`src/verilog/ihcp_pkg.sv`:
```
// Purpose: Shared constants and types of the serial host control port.
// Assumes: Byte-wide transfers, 7-bit bus address.
// Notes: Strap levels that select serial mode are set here.
package ihcp_pkg;

   localparam int IHCP_BYTE_W = 8;
   localparam int IHCP_ADDR_W = 7;
   localparam int IHCP_FIFO_DEPTH = 16;
   localparam logic [2:0] IHCP_BIT_LAST = 3'h7;
   localparam logic [6:0] IHCP_OWN_ADDR_RST = 7'h00;
   localparam logic IHCP_CHECK_EN_RST = 1'b1;
   localparam logic IHCP_SERIAL_OE_LEVEL = 1'b1;
   localparam logic IHCP_SERIAL_WR_LEVEL = 1'b1;
   localparam logic [1:0] IHCP_STRAP_WAIT = 2'h3;
   localparam logic [7:0] IHCP_IDLE_BYTE = 8'hFF;

   typedef enum logic [2:0] {
      IHCP_IDLE     = 3'b000,
      IHCP_ADDR     = 3'b001,
      IHCP_ADDR_ACK = 3'b010,
      IHCP_WR_DATA  = 3'b011,
      IHCP_WR_ACK   = 3'b100,
      IHCP_RD_DATA  = 3'b101,
      IHCP_RD_ACK   = 3'b110,
      IHCP_IGNORE   = 3'b111
   } ihcp_phase_t;

   typedef struct packed {
      logic [2:0] scl_sync;
      logic [2:0] sda_sync;
      logic [2:0] oe_sync;
      logic [2:0] wr_sync;
      logic [2:0] boot_sync;
      logic scl_f;
      logic sda_f;
      logic [1:0] strap_cnt;
      logic strap_done;
      logic serial_mode;
      logic autoload_req;
      logic [6:0] own_addr;
      logic check_en;
      ihcp_phase_t phase;
      logic [2:0] bit_cnt;
      logic [7:0] shreg;
      logic is_read;
      logic ack_en;
      logic ack_rise;
      logic sda_drv;
      logic loaded;
      logic hold_rel;
      logic req_drv;
   } ihcp_regs_t;

   // Link synchronisers start at the idle high level so no false edge follows reset
   localparam ihcp_regs_t IHCP_REGS_RST = '{
      scl_sync: 3'h7,
      sda_sync: 3'h7,
      own_addr: IHCP_OWN_ADDR_RST,
      check_en: IHCP_CHECK_EN_RST,
      phase: IHCP_IDLE,
      scl_f: 1'b1,
      sda_f: 1'b1,
      default: '0
   };

endpackage

```
`src/verilog/ihcp_fifo.sv`:
```
// Purpose: Receive FIFO between the serial port and the DSP side.
// Assumes: DEPTH is a power of two.
// Notes: Read data come out of a register; one word of look-ahead.
`timescale 1ns/100ps
module ihcp_fifo #(
   parameter int WIDTH = 8,
   parameter int DEPTH = 16
) (
   // Clock and reset
   input wire logic clk_in,
   input wire logic reset_in,
   input wire logic ce_in,
   // Fill side
   input wire logic [WIDTH-1:0] in_data_in,
   input wire logic in_valid_in,
   output logic in_ready_out,
   // Drain side
   output logic [WIDTH-1:0] out_data_out,
   output logic out_valid_out,
   input wire logic out_ready_in
);
   localparam int AW = $clog2(DEPTH);

   typedef struct packed {
      logic [DEPTH-1:0][WIDTH-1:0] mem;
      logic [AW-1:0] wr_ptr;
      logic [AW-1:0] rd_ptr;
      logic [AW:0] count;
      logic [WIDTH-1:0] out_data;
      logic out_valid;
   } ihcp_fifo_t;

   ihcp_fifo_t q;
   ihcp_fifo_t d;
   logic push;
   logic pop;

   assign in_ready_out = q.count < (AW+1)'(DEPTH);
   assign out_data_out = q.out_data;
   assign out_valid_out = q.out_valid;

   always_comb begin
      d = q;
      push = in_valid_in && in_ready_out;
      pop = (q.count != '0) && (!q.out_valid || out_ready_in);
      if (out_ready_in && q.out_valid) begin
         d.out_valid = 1'b0;
      end
      if (push) begin
         d.mem[q.wr_ptr] = in_data_in;
         d.wr_ptr = q.wr_ptr + 1'b1;
      end
      if (pop) begin
         d.out_data = q.mem[q.rd_ptr];
         d.out_valid = 1'b1;
         d.rd_ptr = q.rd_ptr + 1'b1;
      end
      if (push && !pop) begin
         d.count = q.count + 1'b1;
      end else if (pop && !push) begin
         d.count = q.count - 1'b1;
      end
   end

   always_ff @(posedge clk_in) begin
      if (reset_in) begin
         q <= '0;
      end else if (ce_in) begin
         q <= d;
      end
   end

endmodule

```
`src/verilog/ihcp_top.sv`:
```
// Purpose: Two-wire slave control port: host writes bytes in, reads bytes out on request.
// Assumes: Serial clock and data are sampled by clk_in; host clocks far slower than clk_in.
// Notes: Data pin and request pin are open drain, each as output plus active-low enable.
`timescale 1ns/100ps
module ihcp_top
   import ihcp_pkg::*;
#(
   parameter int FIFO_DEPTH = IHCP_FIFO_DEPTH
) (
   // Clock, reset, enable
   input wire logic clk_in,
   input wire logic reset_in,
   input wire logic ce_in,
   // Serial link
   input wire logic serial_ctrl_clock_in,
   input wire logic serial_ctrl_data_io_in,
   output logic serial_ctrl_data_io_out,
   output logic serial_ctrl_data_io_oe_n_out,
   // Read request pin
   output logic host_read_request_n_out,
   output logic host_read_request_n_oe_n_out,
   // Straps and autoload
   input wire logic mode_strap_output_enable_in,
   input wire logic mode_strap_write_strobe_in,
   input wire logic autoload_select_n_in,
   input wire logic autoload_done_in,
   output logic serial_mode_out,
   output logic autoload_active_out,
   // Address configuration
   input wire logic cfg_write_in,
   input wire logic cfg_check_en_in,
   input wire logic [IHCP_ADDR_W-1:0] cfg_addr_in,
   // Received bytes toward the DSP
   output logic [IHCP_BYTE_W-1:0] rx_data_out,
   output logic rx_valid_out,
   input wire logic rx_ready_in,
   // Outbound bytes from the DSP
   input wire logic [IHCP_BYTE_W-1:0] tx_data_in,
   input wire logic tx_valid_in,
   output logic tx_ready_out
);

   ihcp_regs_t q;
   ihcp_regs_t d;

   logic [1:0] scl_edge;
   logic [1:0] sda_edge;
   logic scl_rise;
   logic scl_fall;
   logic sda_rise;
   logic sda_fall;
   logic bus_start;
   logic bus_stop;
   logic port_on;
   logic do_load;
   logic tx_take;
   logic push;
   logic [IHCP_BYTE_W-1:0] rx_byte;
   logic fifo_ready;

   // Settled edge of a three-stage synchronised input: {rise, fall}
   function automatic logic [1:0] edge_of(input logic [2:0] s, input logic f);
      logic agree;
      agree = s[1] == s[2];
      edge_of = {agree & s[2] & ~f, agree & ~s[2] & f};
   endfunction

   function automatic logic addr_match(input logic [6:0] rx, input logic [6:0] own, input logic chk);
      addr_match = !chk || (rx == own);
   endfunction

   assign scl_edge = edge_of(q.scl_sync, q.scl_f);
   assign sda_edge = edge_of(q.sda_sync, q.sda_f);
   assign scl_rise = scl_edge[1];
   assign scl_fall = scl_edge[0];
   assign sda_rise = sda_edge[1];
   assign sda_fall = sda_edge[0];

   assign bus_start = sda_fall && q.scl_f && !scl_fall;
   assign bus_stop = sda_rise && q.scl_f && !scl_fall;

   assign port_on = q.strap_done && q.serial_mode && !q.autoload_req;

   assign rx_byte = {q.shreg[6:0], q.sda_f};

   always_comb begin
      d = q;
      do_load = 1'b0;
      tx_take = 1'b0;
      push = 1'b0;

      d.scl_sync = {q.scl_sync[1:0], serial_ctrl_clock_in};
      d.sda_sync = {q.sda_sync[1:0], serial_ctrl_data_io_in};
      d.oe_sync = {q.oe_sync[1:0], mode_strap_output_enable_in};
      d.wr_sync = {q.wr_sync[1:0], mode_strap_write_strobe_in};
      d.boot_sync = {q.boot_sync[1:0], autoload_select_n_in};
      if (scl_rise || scl_fall) begin
         d.scl_f = q.scl_sync[2];
      end
      if (sda_rise || sda_fall) begin
         d.sda_f = q.sda_sync[2];
      end

      // straps caught once after reset release
      if (!q.strap_done) begin
         if (q.strap_cnt != IHCP_STRAP_WAIT) begin
            d.strap_cnt = q.strap_cnt + 1'b1;
         end else if (q.oe_sync[1] == q.oe_sync[2] && q.wr_sync[1] == q.wr_sync[2]
                      && q.boot_sync[1] == q.boot_sync[2]) begin
            d.strap_done = 1'b1;
            d.serial_mode = (q.oe_sync[2] == IHCP_SERIAL_OE_LEVEL) && (q.wr_sync[2] == IHCP_SERIAL_WR_LEVEL);
            d.autoload_req = !q.boot_sync[2] && d.serial_mode;
         end
      end else if (autoload_done_in) begin
         d.autoload_req = 1'b0;
      end

      if (cfg_write_in) begin
         d.own_addr = cfg_addr_in;
         d.check_en = cfg_check_en_in;
      end

      if (!port_on) begin
         d.phase = IHCP_IDLE;
         d.sda_drv = 1'b0;
         d.loaded = 1'b0;
         d.hold_rel = 1'b0;
      end else if (bus_start) begin
         d.phase = IHCP_ADDR;
         d.bit_cnt = '0;
         d.sda_drv = 1'b0;
         d.ack_rise = 1'b0;
         d.loaded = 1'b0;
         d.hold_rel = 1'b0;
      end else if (bus_stop) begin
         d.phase = IHCP_IDLE;
         d.sda_drv = 1'b0;
         d.ack_rise = 1'b0;
         d.loaded = 1'b0;
         d.hold_rel = 1'b0;
      end else begin
         case (q.phase)
            IHCP_ADDR, IHCP_WR_DATA: begin
               // bits shifted in on rising serial clock
               if (scl_rise) begin
                  d.shreg = rx_byte;
                  d.bit_cnt = q.bit_cnt + 1'b1;
                  if (q.bit_cnt == IHCP_BIT_LAST) begin
                     d.ack_rise = 1'b0;
                     if (q.phase == IHCP_ADDR) begin
                        if (addr_match(rx_byte[7:1], q.own_addr, q.check_en)) begin
                           d.phase = IHCP_ADDR_ACK;
                           d.ack_en = 1'b1;
                           d.is_read = rx_byte[0];
                        end else begin
                           d.phase = IHCP_IGNORE;
                        end
                     end else begin
                        // a whole byte goes to the FIFO only if it has room, else no acknowledge
                        d.phase = IHCP_WR_ACK;
                        d.ack_en = fifo_ready;
                        push = fifo_ready;
                     end
                  end
               end
            end
            IHCP_ADDR_ACK, IHCP_WR_ACK: begin
               if (scl_fall && !q.ack_rise) begin
                  // acknowledge held low for one serial clock
                  d.sda_drv = q.ack_en;
               end
               if (scl_rise) begin
                  d.ack_rise = 1'b1;
               end
               if (scl_fall && q.ack_rise) begin
                  d.sda_drv = 1'b0;
                  d.ack_rise = 1'b0;
                  d.bit_cnt = '0;
                  // read data only after address acknowledge
                  if (q.phase == IHCP_ADDR_ACK && q.is_read) begin
                     do_load = 1'b1;
                  end else begin
                     // a refused byte may simply be sent again
                     d.phase = IHCP_WR_DATA;
                  end
               end
            end
            IHCP_RD_DATA: begin
               // next bit placed on falling serial clock
               if (scl_fall) begin
                  d.shreg = {q.shreg[6:0], 1'b1};
                  d.sda_drv = !q.shreg[6];
               end
               if (scl_rise) begin
                  d.bit_cnt = q.bit_cnt + 1'b1;
                  if (q.bit_cnt == IHCP_BIT_LAST) begin
                     d.phase = IHCP_RD_ACK;
                     d.ack_rise = 1'b0;
                     d.loaded = 1'b0;
                     d.hold_rel = !tx_valid_in;
                  end
               end
            end
            IHCP_RD_ACK: begin
               if (scl_fall && !q.ack_rise) begin
                  // host owns the line for its acknowledge
                  d.sda_drv = 1'b0;
               end
               if (scl_rise) begin
                  d.ack_rise = 1'b1;
                  d.ack_en = !q.sda_f;
                  // hold ends at acknowledge rising edge
                  d.hold_rel = 1'b0;
               end
               if (scl_fall && q.ack_rise) begin
                  d.ack_rise = 1'b0;
                  d.bit_cnt = '0;
                  // host keeps reading while it acknowledges
                  if (q.ack_en) begin
                     do_load = 1'b1;
                  end else begin
                     d.phase = IHCP_IGNORE;
                  end
               end
            end
            IHCP_IDLE, IHCP_IGNORE: begin
               d.sda_drv = 1'b0;
            end
            default: begin
               d.phase = IHCP_IDLE;
               d.sda_drv = 1'b0;
            end
         endcase
      end

      if (do_load) begin
         d.phase = IHCP_RD_DATA;
         if (tx_valid_in) begin
            d.shreg = tx_data_in;
            d.loaded = 1'b1;
            tx_take = ce_in;
         end else begin
            d.shreg = IHCP_IDLE_BYTE;
            d.loaded = 1'b0;
         end
         // one line, the port drives only zeros
         d.sda_drv = !d.shreg[7];
      end

      // request low while outbound data waits
      d.req_drv = port_on && !d.hold_rel && (d.loaded || tx_valid_in);
   end

   always_ff @(posedge clk_in) begin
      if (reset_in) begin
         q <= IHCP_REGS_RST;
      end else if (ce_in) begin
         q <= d;
      end
   end

   ihcp_fifo #(
      .WIDTH(IHCP_BYTE_W),
      .DEPTH(FIFO_DEPTH)
   ) u_rx_fifo (
      .clk_in(clk_in),
      .reset_in(reset_in),
      .ce_in(ce_in),
      .in_data_in(rx_byte),
      .in_valid_in(push && ce_in),
      .in_ready_out(fifo_ready),
      .out_data_out(rx_data_out),
      .out_valid_out(rx_valid_out),
      .out_ready_in(rx_ready_in)
   );

   assign serial_ctrl_data_io_out = 1'b0;
   assign serial_ctrl_data_io_oe_n_out = !q.sda_drv;
   assign host_read_request_n_out = 1'b0;
   assign host_read_request_n_oe_n_out = !q.req_drv;
   assign serial_mode_out = q.strap_done && q.serial_mode;
   assign autoload_active_out = q.autoload_req;
   assign tx_ready_out = tx_take;

endmodule

```
`config.mk`:
```
export PLATFORM = sky130hd
export DESIGN_NAME = ihcp_top
export DESIGN_NICKNAME = d
export VERILOG_FILES = /design/src/verilog/ihcp_pkg.sv /design/src/verilog/ihcp_fifo.sv /design/src/verilog/ihcp_top.sv
export SDC_FILE = /design/constraint.sdc
export NUM_CORES = 1
export LEC_CHECK = 0
export ABC_AREA = 0
export BUFFER_PORTS_ARGS = -buffer_cell sky130_fd_sc_hd__buf_2
export CAP_MARGIN = 20
export CELL_PAD_IN_SITES_DETAIL_PLACEMENT = 0
export CELL_PAD_IN_SITES_GLOBAL_PLACEMENT = 1
export CORE_ASPECT_RATIO = 0.75
export CORE_MARGIN = 3
export CORE_UTILIZATION = 31
export CTS_BUF_LIST = sky130_fd_sc_hd__clkbuf_4 sky130_fd_sc_hd__clkbuf_8
export DETAILED_ROUTE_END_ITERATION = 8
export GPL_TIMING_DRIVEN = 0
export PLACE_DENSITY_LB_ADDON = 0.05
export SLEW_MARGIN = 10
export SYNTH_ARGS = -nofsm -noshare
export SYNTH_HDL_FRONTEND = slang
export SYNTH_SLANG_ARGS = --single-unit
```
`constraint.sdc`:
```
create_clock -name clk_in -period 6.2 [get_ports clk_in]
set_clock_uncertainty 0.1 [all_clocks]
set_input_delay 0.62 -clock clk_in [delete_from_list [all_inputs] [get_ports clk_in]]
set_output_delay 0.62 -clock clk_in [all_outputs]
set_load 0.05 [all_outputs]
```
Word-level counts from Yosys, hierarchy flattened. Index checks and enable logic that the tools add are counted.

Register bits: 200. Output and inout bits: 16. Logic and storage cells: 280. Input bits: 28.

Reduce and logical (&&, ||, !) cells: 71. Equality and inequality tests: 50. Multiplexer cells: 89. Bitwise gates (word level): 16. $add $sub $neg: 6. $lt $le $gt $ge: 4.

Operators with widths (count): $bwmux 128 (1); $mux 17 (5); $ne 6x6->1 const B (12); $mux 8 (5); $mux 3 (13); $mux 1 (33); $bmux 8 s4 (1); $demux 8 s4 (1); $mux 6 (5); $ne 5x5->1 const B (6); $reduce_and 9->1 (3); $ne 4x4->1 const B (6); $pmux 6 s4 (1); $logic_and 1x1->1 (22); $mux 2 (10); $ne 8x3->1 const B (2); $pmux 8 s2 (1); $eq 3x3->1 const B (5); $logic_not 1->1 (15); $reduce_and 2->1 (7); $mux 13 (1); $lt 4x5->1 const B (2); $mux 10 (1); $mux 5 (2); other kinds (36) (76).

Longest topological paths before layout. Gate-level depths: netlist of the first run.

Depth after elaboration: 17. Gate-level depth with buffers: 15. Mapped depth without buffers: 13.

By module. From an unflattened synthesis of the first run, not the netlist that was laid out.

Cells, all modules: 1106. Area total of the unflattened synthesis: 9494.1 um2.

By module, submodules not included: ihcp_fifo (sequential area each 3002.9 um2, cells an instance 775, area an instance 6796.5 um2, instances 1); ihcp_top (sequential area each 1001.0 um2, cells an instance 331, area an instance 2697.6 um2, instances 1).

Least setup slack after synthesis of the first run. No wires, ideal clock.

Kind: reg-to-output. Start: register q[31] in the netlist's numbering. End: output tx_ready_out. Buffers on the path: 1. Arrival: 2704 ps. Data required time: 5480 ps. Setup slack: 2776 ps. Cell stages (with the launch flop): 5. Cell sequence: dfxtp_1 and2_1 nand2b_1 buf_2 nor4_1.

Cells in the longest elaborated chain, start to end: 4.

RTL lines: start, declared (line ihcp_top.sv:43) `ihcp_regs_t q;`; start signal, assigned (line ihcp_top.sv:256) `q <= IHCP_REGS_RST;`; start signal, assigned (line ihcp_top.sv:258) `q <= d;`; $logic_and 1x1->1; via serial_mode_out (line ihcp_top.sv:27) `output logic serial_mode_out,`; $logic_and 1x1->1 (line ihcp_top.sv:82) `assign port_on = q.strap_done && q.serial_mode && !q.autoload_req;`; $mux 1 (line ihcp_top.sv:123) `if (!port_on) begin`; $mux 1 (line ihcp_top.sv:236) `if (do_load) begin`; end, declared (line ihcp_top.sv:40) `output logic tx_ready_out`.

The timed path passes the listed nets, and every way through them passes these cells.

Worst setup path after layout of the first run.
Start: register q (netlist bit d[50]). End: register u_rx_fifo.q[13] in the netlist's numbering.

Cells in the longest elaborated chain, start to end: 14. Elaborated cells on any way between the ends: 21. Classes of those cells: eq/ne: 1; mux: 6; bitwise: 4; reduce/logical: 10.

RTL lines: $eq 1x1->1 (*) (line ihcp_top.sv:64) `agree = s[1] == s[2];`; $and 1x1->1 (2 in series) (line ihcp_top.sv:65) `edge_of = {agree & s[2] & ~f, agree & ~s[2] & f};`; $mux 1 / $logic_not 1->1 (equally long branches) (line ihcp_top.sv:145, ihcp_top.sv:79, ihcp_top.sv:80); $mux 1 / $logic_and 1x1->1 (equally long branches) (line ihcp_top.sv:142, ihcp_top.sv:80); $mux 1 (line ihcp_top.sv:135) `end else if (bus_stop) begin`; $mux 1 (*) (line ihcp_top.sv:128) `end else if (bus_start) begin`; $mux 1 (*) (line ihcp_top.sv:123); $logic_and 1x1->1 (*) (line ihcp_top.sv:270) `.in_valid_in(push && ce_in),`; $logic_and 1x1->1 (*) (line ihcp_fifo.sv:44) `push = in_valid_in && in_ready_out;`; $logic_not 1->1 (line ihcp_fifo.sv:60) `end else if (pop && !push) begin`; $logic_and 1x1->1 (line ihcp_fifo.sv:60); $reduce_bool 2->1 (no source line); $reduce_and 2->1 (no source line); end signal, assigned (line ihcp_fifo.sv:67) `q <= '0;`; end signal, assigned (line ihcp_fifo.sv:69) `q <= d;`; end, declared (line ihcp_fifo.sv:33) `ihcp_fifo_t q;`.

Every way passes the cells marked *; elsewhere a longest branch is shown, timed or not. A chain may end at the register's enable or synchronous reset.

==> flow_metrics.env, run 1 <==
export IMPL_min_period_ns=3.76
export IMPL_netlist_top_cells_area="dfxtp_1 43%, nand2_1 12%, a21oi_1 9.3%"
export IMPL_ys_top_cells_by_count="293 x nand2_1, 200 x dfxtp_1, 175 x a21oi_1"
export IMPL_post_route_period_util_pct=60.7
export IMPL_yosys_area_top_type="dfxtp_1"
export IMPL_finalWirelength_mm=31.8
export IMPL_worstMarginPinSlew_ns=1.09
export IMPL_hold_viol=0
export IMPL_post_cts_buffers=0
export IMPL_r2r_end="u_rx_fifo.q[13]$_SDFFE_PP0P_"
export IMPL_initial_core_util_pct=31.9
export IMPL_postPlaceCellArea_mm2=0.0101
export IMPL_rows=54
export IMPL_clkTransAtPathRegs_ns=0.11
export IMPL_via_per_inst=5.00
export IMPL_cts_resized=0
export IMPL_dp_cells=1551
export IMPL_synth_most_common_cell="nand2_1"
export IMPL_total_power_mw=2.32
export IMPL_synthCells=1118
export IMPL_synthArstFlopShare_pct=0
export IMPL_ys_types=68
export IMPL_critPathArrivalTime_ns=3.99
export IMPL_final_layout_size_suffix_gt1_share_pct=15.7
export IMPL_grt_max_degree=17
export IMPL_die_h_um=157
export IMPL_cp_top_family="simple AND/OR/NAND/NOR gates"
export IMPL_syn_area_mm2=0.00939
export IMPL_chipWidth_um=207
export IMPL_hpwl_mm=23.0
export IMPL_ctsHoldBuffers=0
export IMPL_max_cap_violations=0
export IMPL_cts_buffers=17
export IMPL_wl_per_cell_um=20.1
export IMPL_regArea_mm2=0.00400
export IMPL_ys_seq_elements=200
export IMPL_clock_sinks=200
export IMPL_clk_latency_ns=0.48
export IMPL_setup_tns_ns=0
export IMPL_cts_root_buffer_cell="clkbuf_8"
export IMPL_num_fill_cells=3127
export IMPL_port_buffers=40
export IMPL_grt_overflow_total=0
export IMPL_grtUsageTotal_pct=20.0
export IMPL_path_depth=15
export IMPL_timing_rr_start="d[50]$_SDFFE_PP1P_"
export IMPL_antenna_found_initial=0
export IMPL_ctsLongestPathBuffers=2
export IMPL_powerDensity_mw_per_mm2=221
export IMPL_worstRegToRegCells=15
export IMPL_worst_path_buf_inv=4
export IMPL_synth_edf_count=0
export IMPL_end_kind="flip-flop"
export IMPL_synth_avg_cell_area_um2=8.40
export IMPL_vdd_drop_max_mv=0.112
export IMPL_max_freq_mhz=266
export IMPL_multiInputGateArea_mm2=0.00483
export IMPL_drc=0
export IMPL_required_ns=6.43
export IMPL_cts_tree="done"
export IMPL_drt_iter0_markers=572
export IMPL_finalNetCount=1219
export IMPL_die_area_mm2=0.0324
export IMPL_ant_nets=0
export IMPL_finalWeightedCongestion=0.810
export IMPL_worstHoldPathType="in -> reg"
export IMPL_finalMaxSlewViolations=0
export IMPL_status="complete, no violations"
export IMPL_crit_path_start_kind="flip-flop"
export IMPL_final_area_mm2=0.0105
export IMPL_design_core_area_mm2=0.0295
export IMPL_slew_headroom_pct=26.1
export IMPL_critical_path_max_stage_delay_ns=0.50
export IMPL_crit_path_end="u_rx_fifo.q[13]$_SDFFE_PP0P_"
export IMPL_crit_start="d[50]$_SDFFE_PP1P_"
export IMPL_crit_type="reg -> reg"
export IMPL_dr_pass1_iters=5
export IMPL_area_growth_syn_to_layout_pct=12.0
export IMPL_final_util_pct=35.7
export IMPL_regToRegSetupSlack_ns=2.44
export IMPL_final_cells=1584
export IMPL_h_tree_depth=4
export IMPL_slowest_stage="dfxtp_1"
export IMPL_setup_viol=0
export IMPL_synth_ff_type="dfxtp_1"
export IMPL_leakagePower_nw=3.60
export IMPL_io_pins=44
export IMPL_crit_chain="and3b_1, buf_4, nand4b_1, nor4_2, buf_4, buf_6, ha_1, inv_1, ha_1, nor2b_1, o21a_1, o21a_1, o21ai_0, xor2_1, nor2_1"
export IMPL_grt_pass1_vias=7466
export IMPL_grt_first_pass_wirelength_mm=48.0
export IMPL_synth_top_area_share_pct=42.6
export IMPL_yosysSeqAreaShare_pct=42.6
export IMPL_rsz0062_at_grt="false"
export IMPL_yosys_warnings=0
export IMPL_crit_fanout=10
export IMPL_vias=7921
[registers in the layout, indices dropped and copies added, names as in the netlist]
signal and cells:
q 39, u_rx_fifo.out_valid_out 1, u_rx_fifo.out_data_out 8, u_rx_fifo.q 141, autoload_active_out 1, d 10
[cells in the final DEF (no fill, tap or decap), types with 15 or more instances in the layout]
master,n
nand2_1,293
inv_1,17
nor2_1,65
nand3_1,15
buf_2,74
dfxtp_1,200
mux2i_1,20
buf_4,18
a21oi_1,175
o21ai_0,24
and3_1,17
a22oi_1,17
clkbuf_1,34
mux4_2,32
clkbuf_8,19
[final cells by class]
cell class,instances,area share (%)
diodes,1,0.0238
plain buffers,94,4.62
clock buffers,22,2.70
clock inverters,10,1.38
inverters,20,0.714
multi-input cells,805,45.9
flip-flops and latches,200,38.1
well taps,392,4.67
repair buffers,40,1.90
[power breakdown]
part | internal (mW) | switching, mW | total (mW)
clock network | 0.437 | 0.488 | 0.924
logic | 0.0282 | 0.0691 | 0.0973
registers | 1.29 | 0.00768 | 1.30
total | 1.76 | 0.564 | 2.32
[worst register-to-register path, cell delays in order (launching register included)]
cell and delay, ns:
dfxtp_1 0.50, and3b_1 0.20, buf_4 0.15, nand4b_1 0.18, nor4_2 0.40, buf_4 0.25, buf_6 0.17, ha_1 0.27
inv_1 0.12, ha_1 0.35, nor2b_1 0.15, o21a_1 0.19, o21a_1 0.16, o21ai_0 0.21, xor2_1 0.16, nor2_1 0.05
[worst min-delay path by stage]
stage	from	to	slack, ns	depth (start not counted)
floorplan	u_rx_fifo.q[102]$_SDFFE_PP0P_	u_rx_fifo.q[102]$_SDFFE_PP0P_	0.33	2
global placement	u_rx_fifo.q[80]$_SDFFE_PP0P_	u_rx_fifo.q[80]$_SDFFE_PP0P_	0.34	2
detailed placement	u_rx_fifo.q[80]$_SDFFE_PP0P_	u_rx_fifo.q[80]$_SDFFE_PP0P_	0.34	2
CTS	serial_ctrl_data_io_in	d[46]$_SDFFE_PP1P_	0.21	3
global route	serial_ctrl_data_io_in	d[46]$_SDFFE_PP1P_	0.24	3
finish	serial_ctrl_data_io_in	d[46]$_SDFFE_PP1P_	0.25	3
[layer usage]
metal	global-route usage [%]	part of all wire, %	wire [um]
met5	0	0	0
met3	5.03	5.7	1820
met4	4.14	0.96	305
met1	31.4	54	17100
met2	27.2	40	12600
[through the flow]
| step | setup WS (ns) | hold slack [ns] |
|---|---|---|
| 2_1_floorplan | 2.78 | 0.329 |
| 3_3_place_gp | 2.51 | 0.338 |
| 3_5_place_dp | 2.49 | 0.344 |
| 4_1_cts | 2.44 | 0.211 |
| 5_1_grt | 2.17 | 0.238 |
| 6_report | 2.44 | 0.252 |
[kinds of logic after synthesis]
logic type	after synthesis	synth area share (%)
xor gates and xnor gates	20	1.87
other	1	0.0399
adders and majority gates	13	1.81
AOI/OAI and AO/OA	255	15.6
buffers and inverters	114	5.97
muxes	52	9.81
DFF	200	42.6
and+or+nand+nor	463	22.3
Note: power is estimated with default switching activity, not from simulation.
==> run 2: changes to the inputs <==
==> constraint.sdc (replaced) <==
create_clock -name clk_in -period 3.15 [get_ports clk_in]
set_clock_uncertainty 0.1 [all_clocks]
set_input_delay 0.315 -clock clk_in [delete_from_list [all_inputs] [get_ports clk_in]]
set_output_delay 0.315 -clock clk_in [all_outputs]
set_load 0.05 [all_outputs]
==> run 2 against run 1 <==
Clock-buffer cell count down 4. Cell area up 2.7%. Power up 93%. First-iteration DRC count up 4.9%. Final cell count up 1.7%. Worst setup slack worse by 2.3 ns. Non-clock buffer count up 28.
==> flow_metrics.env, run 2 (same netlist as run 1, synthesis figures left out) <==
export IMPL_io_pins=44
export IMPL_cts_tree="done"
export IMPL_max_cap_violations=0
export IMPL_post_route_period_util_pct=95.6
export IMPL_clk_latency_ns=0.50
export IMPL_final_layout_size_suffix_gt1_share_pct=17.6
export IMPL_grt_first_pass_wirelength_mm=48.8
export IMPL_crit_path_start_kind="flip-flop"
export IMPL_finalWirelength_mm=32.3
export IMPL_worstHoldStart="tx_data_in[1]"
export IMPL_critPathArrivalTime_ns=3.26
export IMPL_required_ns=3.40
export IMPL_setup_tns_ns=0
export IMPL_finalWeightedCongestion=0.809
export IMPL_num_fill_cells=3118
export IMPL_crit_chain="and3b_1, buf_6, nand4b_1, nor4_4, buf_6, ha_4, inv_2, ha_4, nor2b_1, o21a_1, o21a_1, o21ai_1, xor2_1, nor2_1"
export IMPL_vias=8131
export IMPL_regToRegSetupSlack_ns=0.14
export IMPL_drt_iter0_markers=600
export IMPL_timing_rr_start="q[35]$_SDFFE_PP1P_"
export IMPL_grt_overflow_total=0
export IMPL_status="complete, no violations"
export IMPL_max_freq_mhz=332
export IMPL_rows=54
export IMPL_worstMarginPinSlew_ns=1.06
export IMPL_slew_headroom_pct=28.1
export IMPL_drc=0
export IMPL_total_power_mw=4.47
export IMPL_area_growth_syn_to_layout_pct=15.0
export IMPL_critical_path_max_stage_delay_ns=0.38
export IMPL_hpwl_mm=23.1
export IMPL_finalNetCount=1247
export IMPL_crit_type="reg -> reg"
export IMPL_finalMaxSlewViolations=0
export IMPL_cts_buffers=17
export IMPL_postPlaceCellArea_mm2=0.0101
export IMPL_powerDensity_mw_per_mm2=415
export IMPL_clock_sinks=200
export IMPL_whs_path_depth=3
export IMPL_r2r_end="u_rx_fifo.q[13]$_SDFFE_PP0P_"
export IMPL_ctsLongestPathBuffers=2
export IMPL_chipWidth_um=207
export IMPL_die_h_um=157
export IMPL_port_buffers=40
export IMPL_final_area_mm2=0.0108
export IMPL_setup_viol=0
export IMPL_largest_reg_flops=141
export IMPL_grt_max_degree=19
export IMPL_slowest_stage="dfxtp_4"
export IMPL_cts_root_buffer_cell="clkbuf_8"
export IMPL_final_common_cell="nand2_1"
export IMPL_die_area_mm2=0.0324
export IMPL_cp_top_family="simple AND/OR/NAND/NOR gates"
export IMPL_crit_fanout=7
export IMPL_ant_nets=0
export IMPL_top_register="u_rx_fifo.q"
export IMPL_worst_path_buf_inv=3
export IMPL_leakagePower_nw=3.70
export IMPL_worstRegToRegCells=14
export IMPL_h_tree_depth=4
export IMPL_grt_pass1_vias=7701
export IMPL_fin_ws_ns=0.138
export IMPL_clkTransAtPathRegs_ns=0.12
export IMPL_antenna_found_initial=0
export IMPL_design_core_area_mm2=0.0295
export IMPL_dr_pass1_iters=4
export IMPL_wl_per_cell_um=20.0
export IMPL_vdd_drop_max_mv=0.267
export IMPL_diodes=0
export IMPL_initial_core_util_pct=31.9
export IMPL_hold_viol=0
export IMPL_via_per_inst=5.05
export IMPL_hold_end="q[8]$_SDFFE_PP0P_"
export IMPL_place_ws_ns=-0.540
export IMPL_end_kind="flip-flop"
export IMPL_grtUsageTotal_pct=20.3
export IMPL_final_cell_mix="293 x nand2_1, 194 x dfxtp_1, 175 x a21oi_1, 75 x buf_2, 65 x nor2_1"
export IMPL_worstHoldPathType="in -> reg"
export IMPL_min_period_ns=3.01
## run 2: cell types whose count changed in the layout (fill, tap and decap cells not counted), moves of 2 or more
| cell | before | now |
|---|---|---|
| clkinv_4 | 4 | 2 |
| dlygate4sd3_1 | 0 | 15 |
| ha_4 | 0 | 4 |
| inv_8 | 0 | 2 |
| dfxtp_2 | 0 | 3 |
| dfxtp_1 | 200 | 194 |
| dfxtp_4 | 0 | 3 |
| inv_6 | 0 | 5 |
| bufinv_16 | 3 | 1 |
| ha_1 | 12 | 8 |
| buf_4 | 18 | 29 |
| clkbuf_4 | 3 | 1 |
| clkbuf_8 | 19 | 17 |
## run 2: metrics by stage
stage,hold slack [ns],util (%),std cells
2_1_floorplan,0.329,-,1119
3_3_place_gp,0.337,34.2,1551
3_5_place_dp,0.342,34.2,1551
4_1_cts,0.0324,36.3,1601
5_1_grt,0.0542,36.6,1611
6_report,0.0591,36.6,1611
## run 2: repair_timing
| item | CTS | global route |
|---|---|---|
| setup endpoints to repair | 3 | 2 |
| pin swaps | 3 | 3 |
| hold endpoints to repair | 15 | 0 |
| cloned | 0 | 1 |
| gates resized for setup | 17 | 6 |
| hold buffers | 15 | 0 |
| setup buffers | 3 | 10 |
## run 2: worst max-delay path by stage
stage,to,depth (start not counted),start
after floorplan,u_rx_fifo.q[13]$_SDFFE_PP0P_,15,d[50]$_SDFFE_PP1P_
after global placement,u_rx_fifo.q[13]$_SDFFE_PP0P_,15,d[50]$_SDFFE_PP1P_
after detailed placement,u_rx_fifo.q[13]$_SDFFE_PP0P_,15,q[15]$_SDFFE_PP0P_
after CTS,u_rx_fifo.q[13]$_SDFFE_PP0P_,15,q[35]$_SDFFE_PP1P_
after global routing,u_rx_fifo.q[13]$_SDFFE_PP0P_,14,q[35]$_SDFFE_PP1P_
final,u_rx_fifo.q[13]$_SDFFE_PP0P_,14,q[35]$_SDFFE_PP1P_
## run 2: area by class of cell
| class | count | area, um2 | area share [%] |
|---|---|---|---|
| Tap cell | 392 | 490 | 4.54 |
| Timing Repair Buffer | 69 | 453 | 4.20 |
| Inverter | 20 | 75.1 | 0.696 |
| Multi-Input combinational cell | 805 | 4890 | 45.3 |
| Sequential cell | 200 | 4020 | 37.2 |
| Clock inverter | 14 | 139 | 1.29 |
| Buffer | 93 | 482 | 4.46 |
| Clock buffer | 18 | 241 | 2.24 |
## run 2: report_power, final
part	switching [mW]	internal, mW	total, mW
Combinational	0.142	0.0701	0.212
Sequential	0.0149	2.54	2.56
Clock	1.04	0.658	1.70
Total	1.20	3.27	4.47
## run 2: worst min-delay path, cell delays in order
cell,delay [ns]
buf_2,0.10
o21ai_0,0.13
a311oi_1,0.08
## run 2: routing by layer
layer,global-route usage (%),share of wire (%),vias to the layer above
met4,3.91,0.85,0
met1,31.6,53,3940
met3,3.87,5.2,18
li1,-,-,3997
met2,28.9,41,176
met5,0,0,-
==> run 3: changes to the inputs <==
==> constraint.sdc (replaced) <==
create_clock -name clk_in -period 3.15 [get_ports clk_in]
set_clock_uncertainty 0.1 [all_clocks]
set_input_delay 0.315 -clock clk_in [delete_from_list [all_inputs] [get_ports clk_in]]
set_output_delay 0.315 -clock clk_in [all_outputs]
set_load 0.005 [all_outputs]
==> run 3 against run 2 <==
Worst setup slack better by 0.013 ns. Cell area is 0.38% higher. Core utilization grew 0.14 points. Flip-flop and latch count unchanged. Sequential share of layout area is 0.12 points lower. Register-to-register slack about the same. Power up 2.1%. Via count shrank 1.2%. Sequential power about the same. Critical endpoint unchanged.
==> flow_metrics.env, run 3 (same netlist as run 1, synthesis figures left out) <==
export IMPL_grt_pass1_vias=7574
export IMPL_final_cell_mix="293 x nand2_1, 194 x dfxtp_1, 175 x a21oi_1, 74 x buf_2, 65 x nor2_1"
export IMPL_largest_reg_flops=141
export IMPL_grt_max_degree=17
export IMPL_required_ns=3.38
export IMPL_ctsLongestPathBuffers=2
export IMPL_wl_per_cell_um=19.9
export IMPL_grt_first_pass_wirelength_mm=48.5
export IMPL_via_per_inst=4.99
export IMPL_grtUsageTotal_pct=20.2
export IMPL_finalMaxSlewViolations=0
export IMPL_postPlaceCellArea_mm2=0.0101
export IMPL_crit_start="q[35]$_SDFFE_PP1P_"
export IMPL_crit_chain="and3b_1, buf_6, nand4b_1, nor4_4, buf_6, ha_4, inv_2, ha_4, nor2b_1, o21a_1, o21a_1, o21ai_2, xor2_1, nor2_1"
export IMPL_crit_path_start_kind="flip-flop"
export IMPL_drc=0
export IMPL_hpwl_mm=23.0
export IMPL_worstHoldStart="rx_ready_in"
export IMPL_clk_latency_ns=0.48
export IMPL_status="complete, no violations"
export IMPL_drt_iter0_markers=479
export IMPL_finalWirelength_mm=32.1
export IMPL_clock_sinks=200
export IMPL_cts_root_buffer_cell="clkbuf_8"
export IMPL_slowest_stage="dfxtp_4"
export IMPL_end_kind="flip-flop"
export IMPL_grt_overflow_total=0
export IMPL_leakagePower_nw=3.72
export IMPL_top_register="u_rx_fifo.q"
export IMPL_initial_core_util_pct=31.9
export IMPL_design_core_area_mm2=0.0295
export IMPL_crit_path_end="u_rx_fifo.q[13]$_SDFFE_PP0P_"
export IMPL_antenna_found_initial=0
export IMPL_cts_buffers=17
export IMPL_io_pins=44
export IMPL_die_area_mm2=0.0324
export IMPL_final_layout_size_suffix_gt1_share_pct=17.6
export IMPL_worstHoldPathType="in -> reg"
export IMPL_ant_nets=0
export IMPL_clkTransAtPathRegs_ns=0.11
export IMPL_min_period_ns=3.00
export IMPL_finalWeightedCongestion=0.810
export IMPL_cts_tree="done"
export IMPL_critPathArrivalTime_ns=3.23
export IMPL_final_area_mm2=0.0108
export IMPL_max_freq_mhz=333
export IMPL_dr_pass1_iters=6
export IMPL_powerDensity_mw_per_mm2=422
export IMPL_post_route_period_util_pct=95.2
export IMPL_final_util_pct=36.8
export IMPL_vias=8036
export IMPL_slew_headroom_pct=28.5
export IMPL_rows=54
export IMPL_h_tree_depth=4
export IMPL_worstMarginPinSlew_ns=1.06
export IMPL_die_h_um=157
export IMPL_hold_viol=0
export IMPL_max_cap_violations=0
export IMPL_diodes=0
export IMPL_setup_viol=0
export IMPL_vdd_drop_max_mv=0.221
export IMPL_critical_path_max_stage_delay_ns=0.35
export IMPL_area_growth_syn_to_layout_pct=15.4
export IMPL_crit_fanout=7
export IMPL_regToRegSetupSlack_ns=0.15
export IMPL_final_common_cell="nand2_1"
export IMPL_crit_type="reg -> reg"
export IMPL_chipWidth_um=207
export IMPL_worstRegToRegCells=14
export IMPL_r2r_end="u_rx_fifo.q[13]$_SDFFE_PP0P_"
export IMPL_port_buffers=40
export IMPL_timing_rr_start="q[35]$_SDFFE_PP1P_"
export IMPL_total_power_mw=4.57
export IMPL_finalNetCount=1246
-- run 3: cell types whose count changed in the layout (fill, tap and decap cells not counted), sizes merged --
cell | before | now
clkbuf | 52 | 56
dlygate4sd3 | 15 | 13
clkinv | 6 | 7
inv | 25 | 18
bufinv | 1 | 3
buf | 113 | 114
-- run 3: how the worst min path moves through the flow --
stage	end	cells past startpoint
detailed placement	u_rx_fifo.q[80]$_SDFFE_PP0P_	2
CTS	u_rx_fifo.out_valid_out$_SDFFE_PP0P_	4
global placement	u_rx_fifo.q[80]$_SDFFE_PP0P_	2
global route	q[27]$_SDFFE_PP0P_	3
floorplan	u_rx_fifo.q[102]$_SDFFE_PP0P_	2
finish	u_rx_fifo.out_valid_out$_SDFFE_PP0P_	4
-- run 3: through the flow --
step	hold WS (ns)	std cells	worst slack, ns	TNS, ns
after floorplan	0.329	1119	0.0444	0
after global placement	0.338	1551	-0.535	-0.717
after detailed placement	0.344	1551	-0.562	-0.772
after CTS	0.00607	1600	0.000918	0
after global routing	0.0212	1610	-0.00286	-0.00286
final	0.0484	1610	0.151	0
-- run 3: final cells by class --
class,count,area (um2)
flip-flops and latches,200,4020
multi-input cells,805,4890
inverters,20,75.1
well taps,392,490
clock buffers,22,284
repair buffers,68,443
clock inverters,10,145
plain buffers,93,482
fillers,3115,18600
-- run 3: repair_timing --
action                                  in CTS  in global routing
buffers inserted                             4                 11
hold endpoints to repair                    13                  0
pin swaps                                    3                  2
hold buffers                                13                  0
gates resized for setup                     19                  5
endpoints found under the setup margin       3                  1
-- run 3: per-layer routing --
layer | part of all wire, % | GRT usage [%] | wire length (um)
met1 | 53 | 31.4 | 17000
met2 | 40 | 27.8 | 12900
met3 | 6.0 | 5.03 | 1940
met4 | 0.95 | 4.14 | 304
met5 | 0 | 0 | 0
-- run 3: worst max-delay path, delay by kind of cell, from the launching register on --
kind | cells | cell delay, ns
AND/OR/NAND/NOR | 5 | 0.95
adder cells (fa/ha/maj) | 2 | 0.41
AO/OA/AOI/OAI | 3 | 0.51
buffers and inverters | 3 | 0.39
flip-flops | 1 | 0.35
XOR/XNOR | 1 | 0.15
-- run 3: report_power, final --
part	leakage (nW)	switching (mW)	internal [mW]
Combinational	1.89	0.134	0.0681
Clock	0.213	0.951	0.859
Sequential	1.61	0.0140	2.54
Total	3.72	1.10	3.47
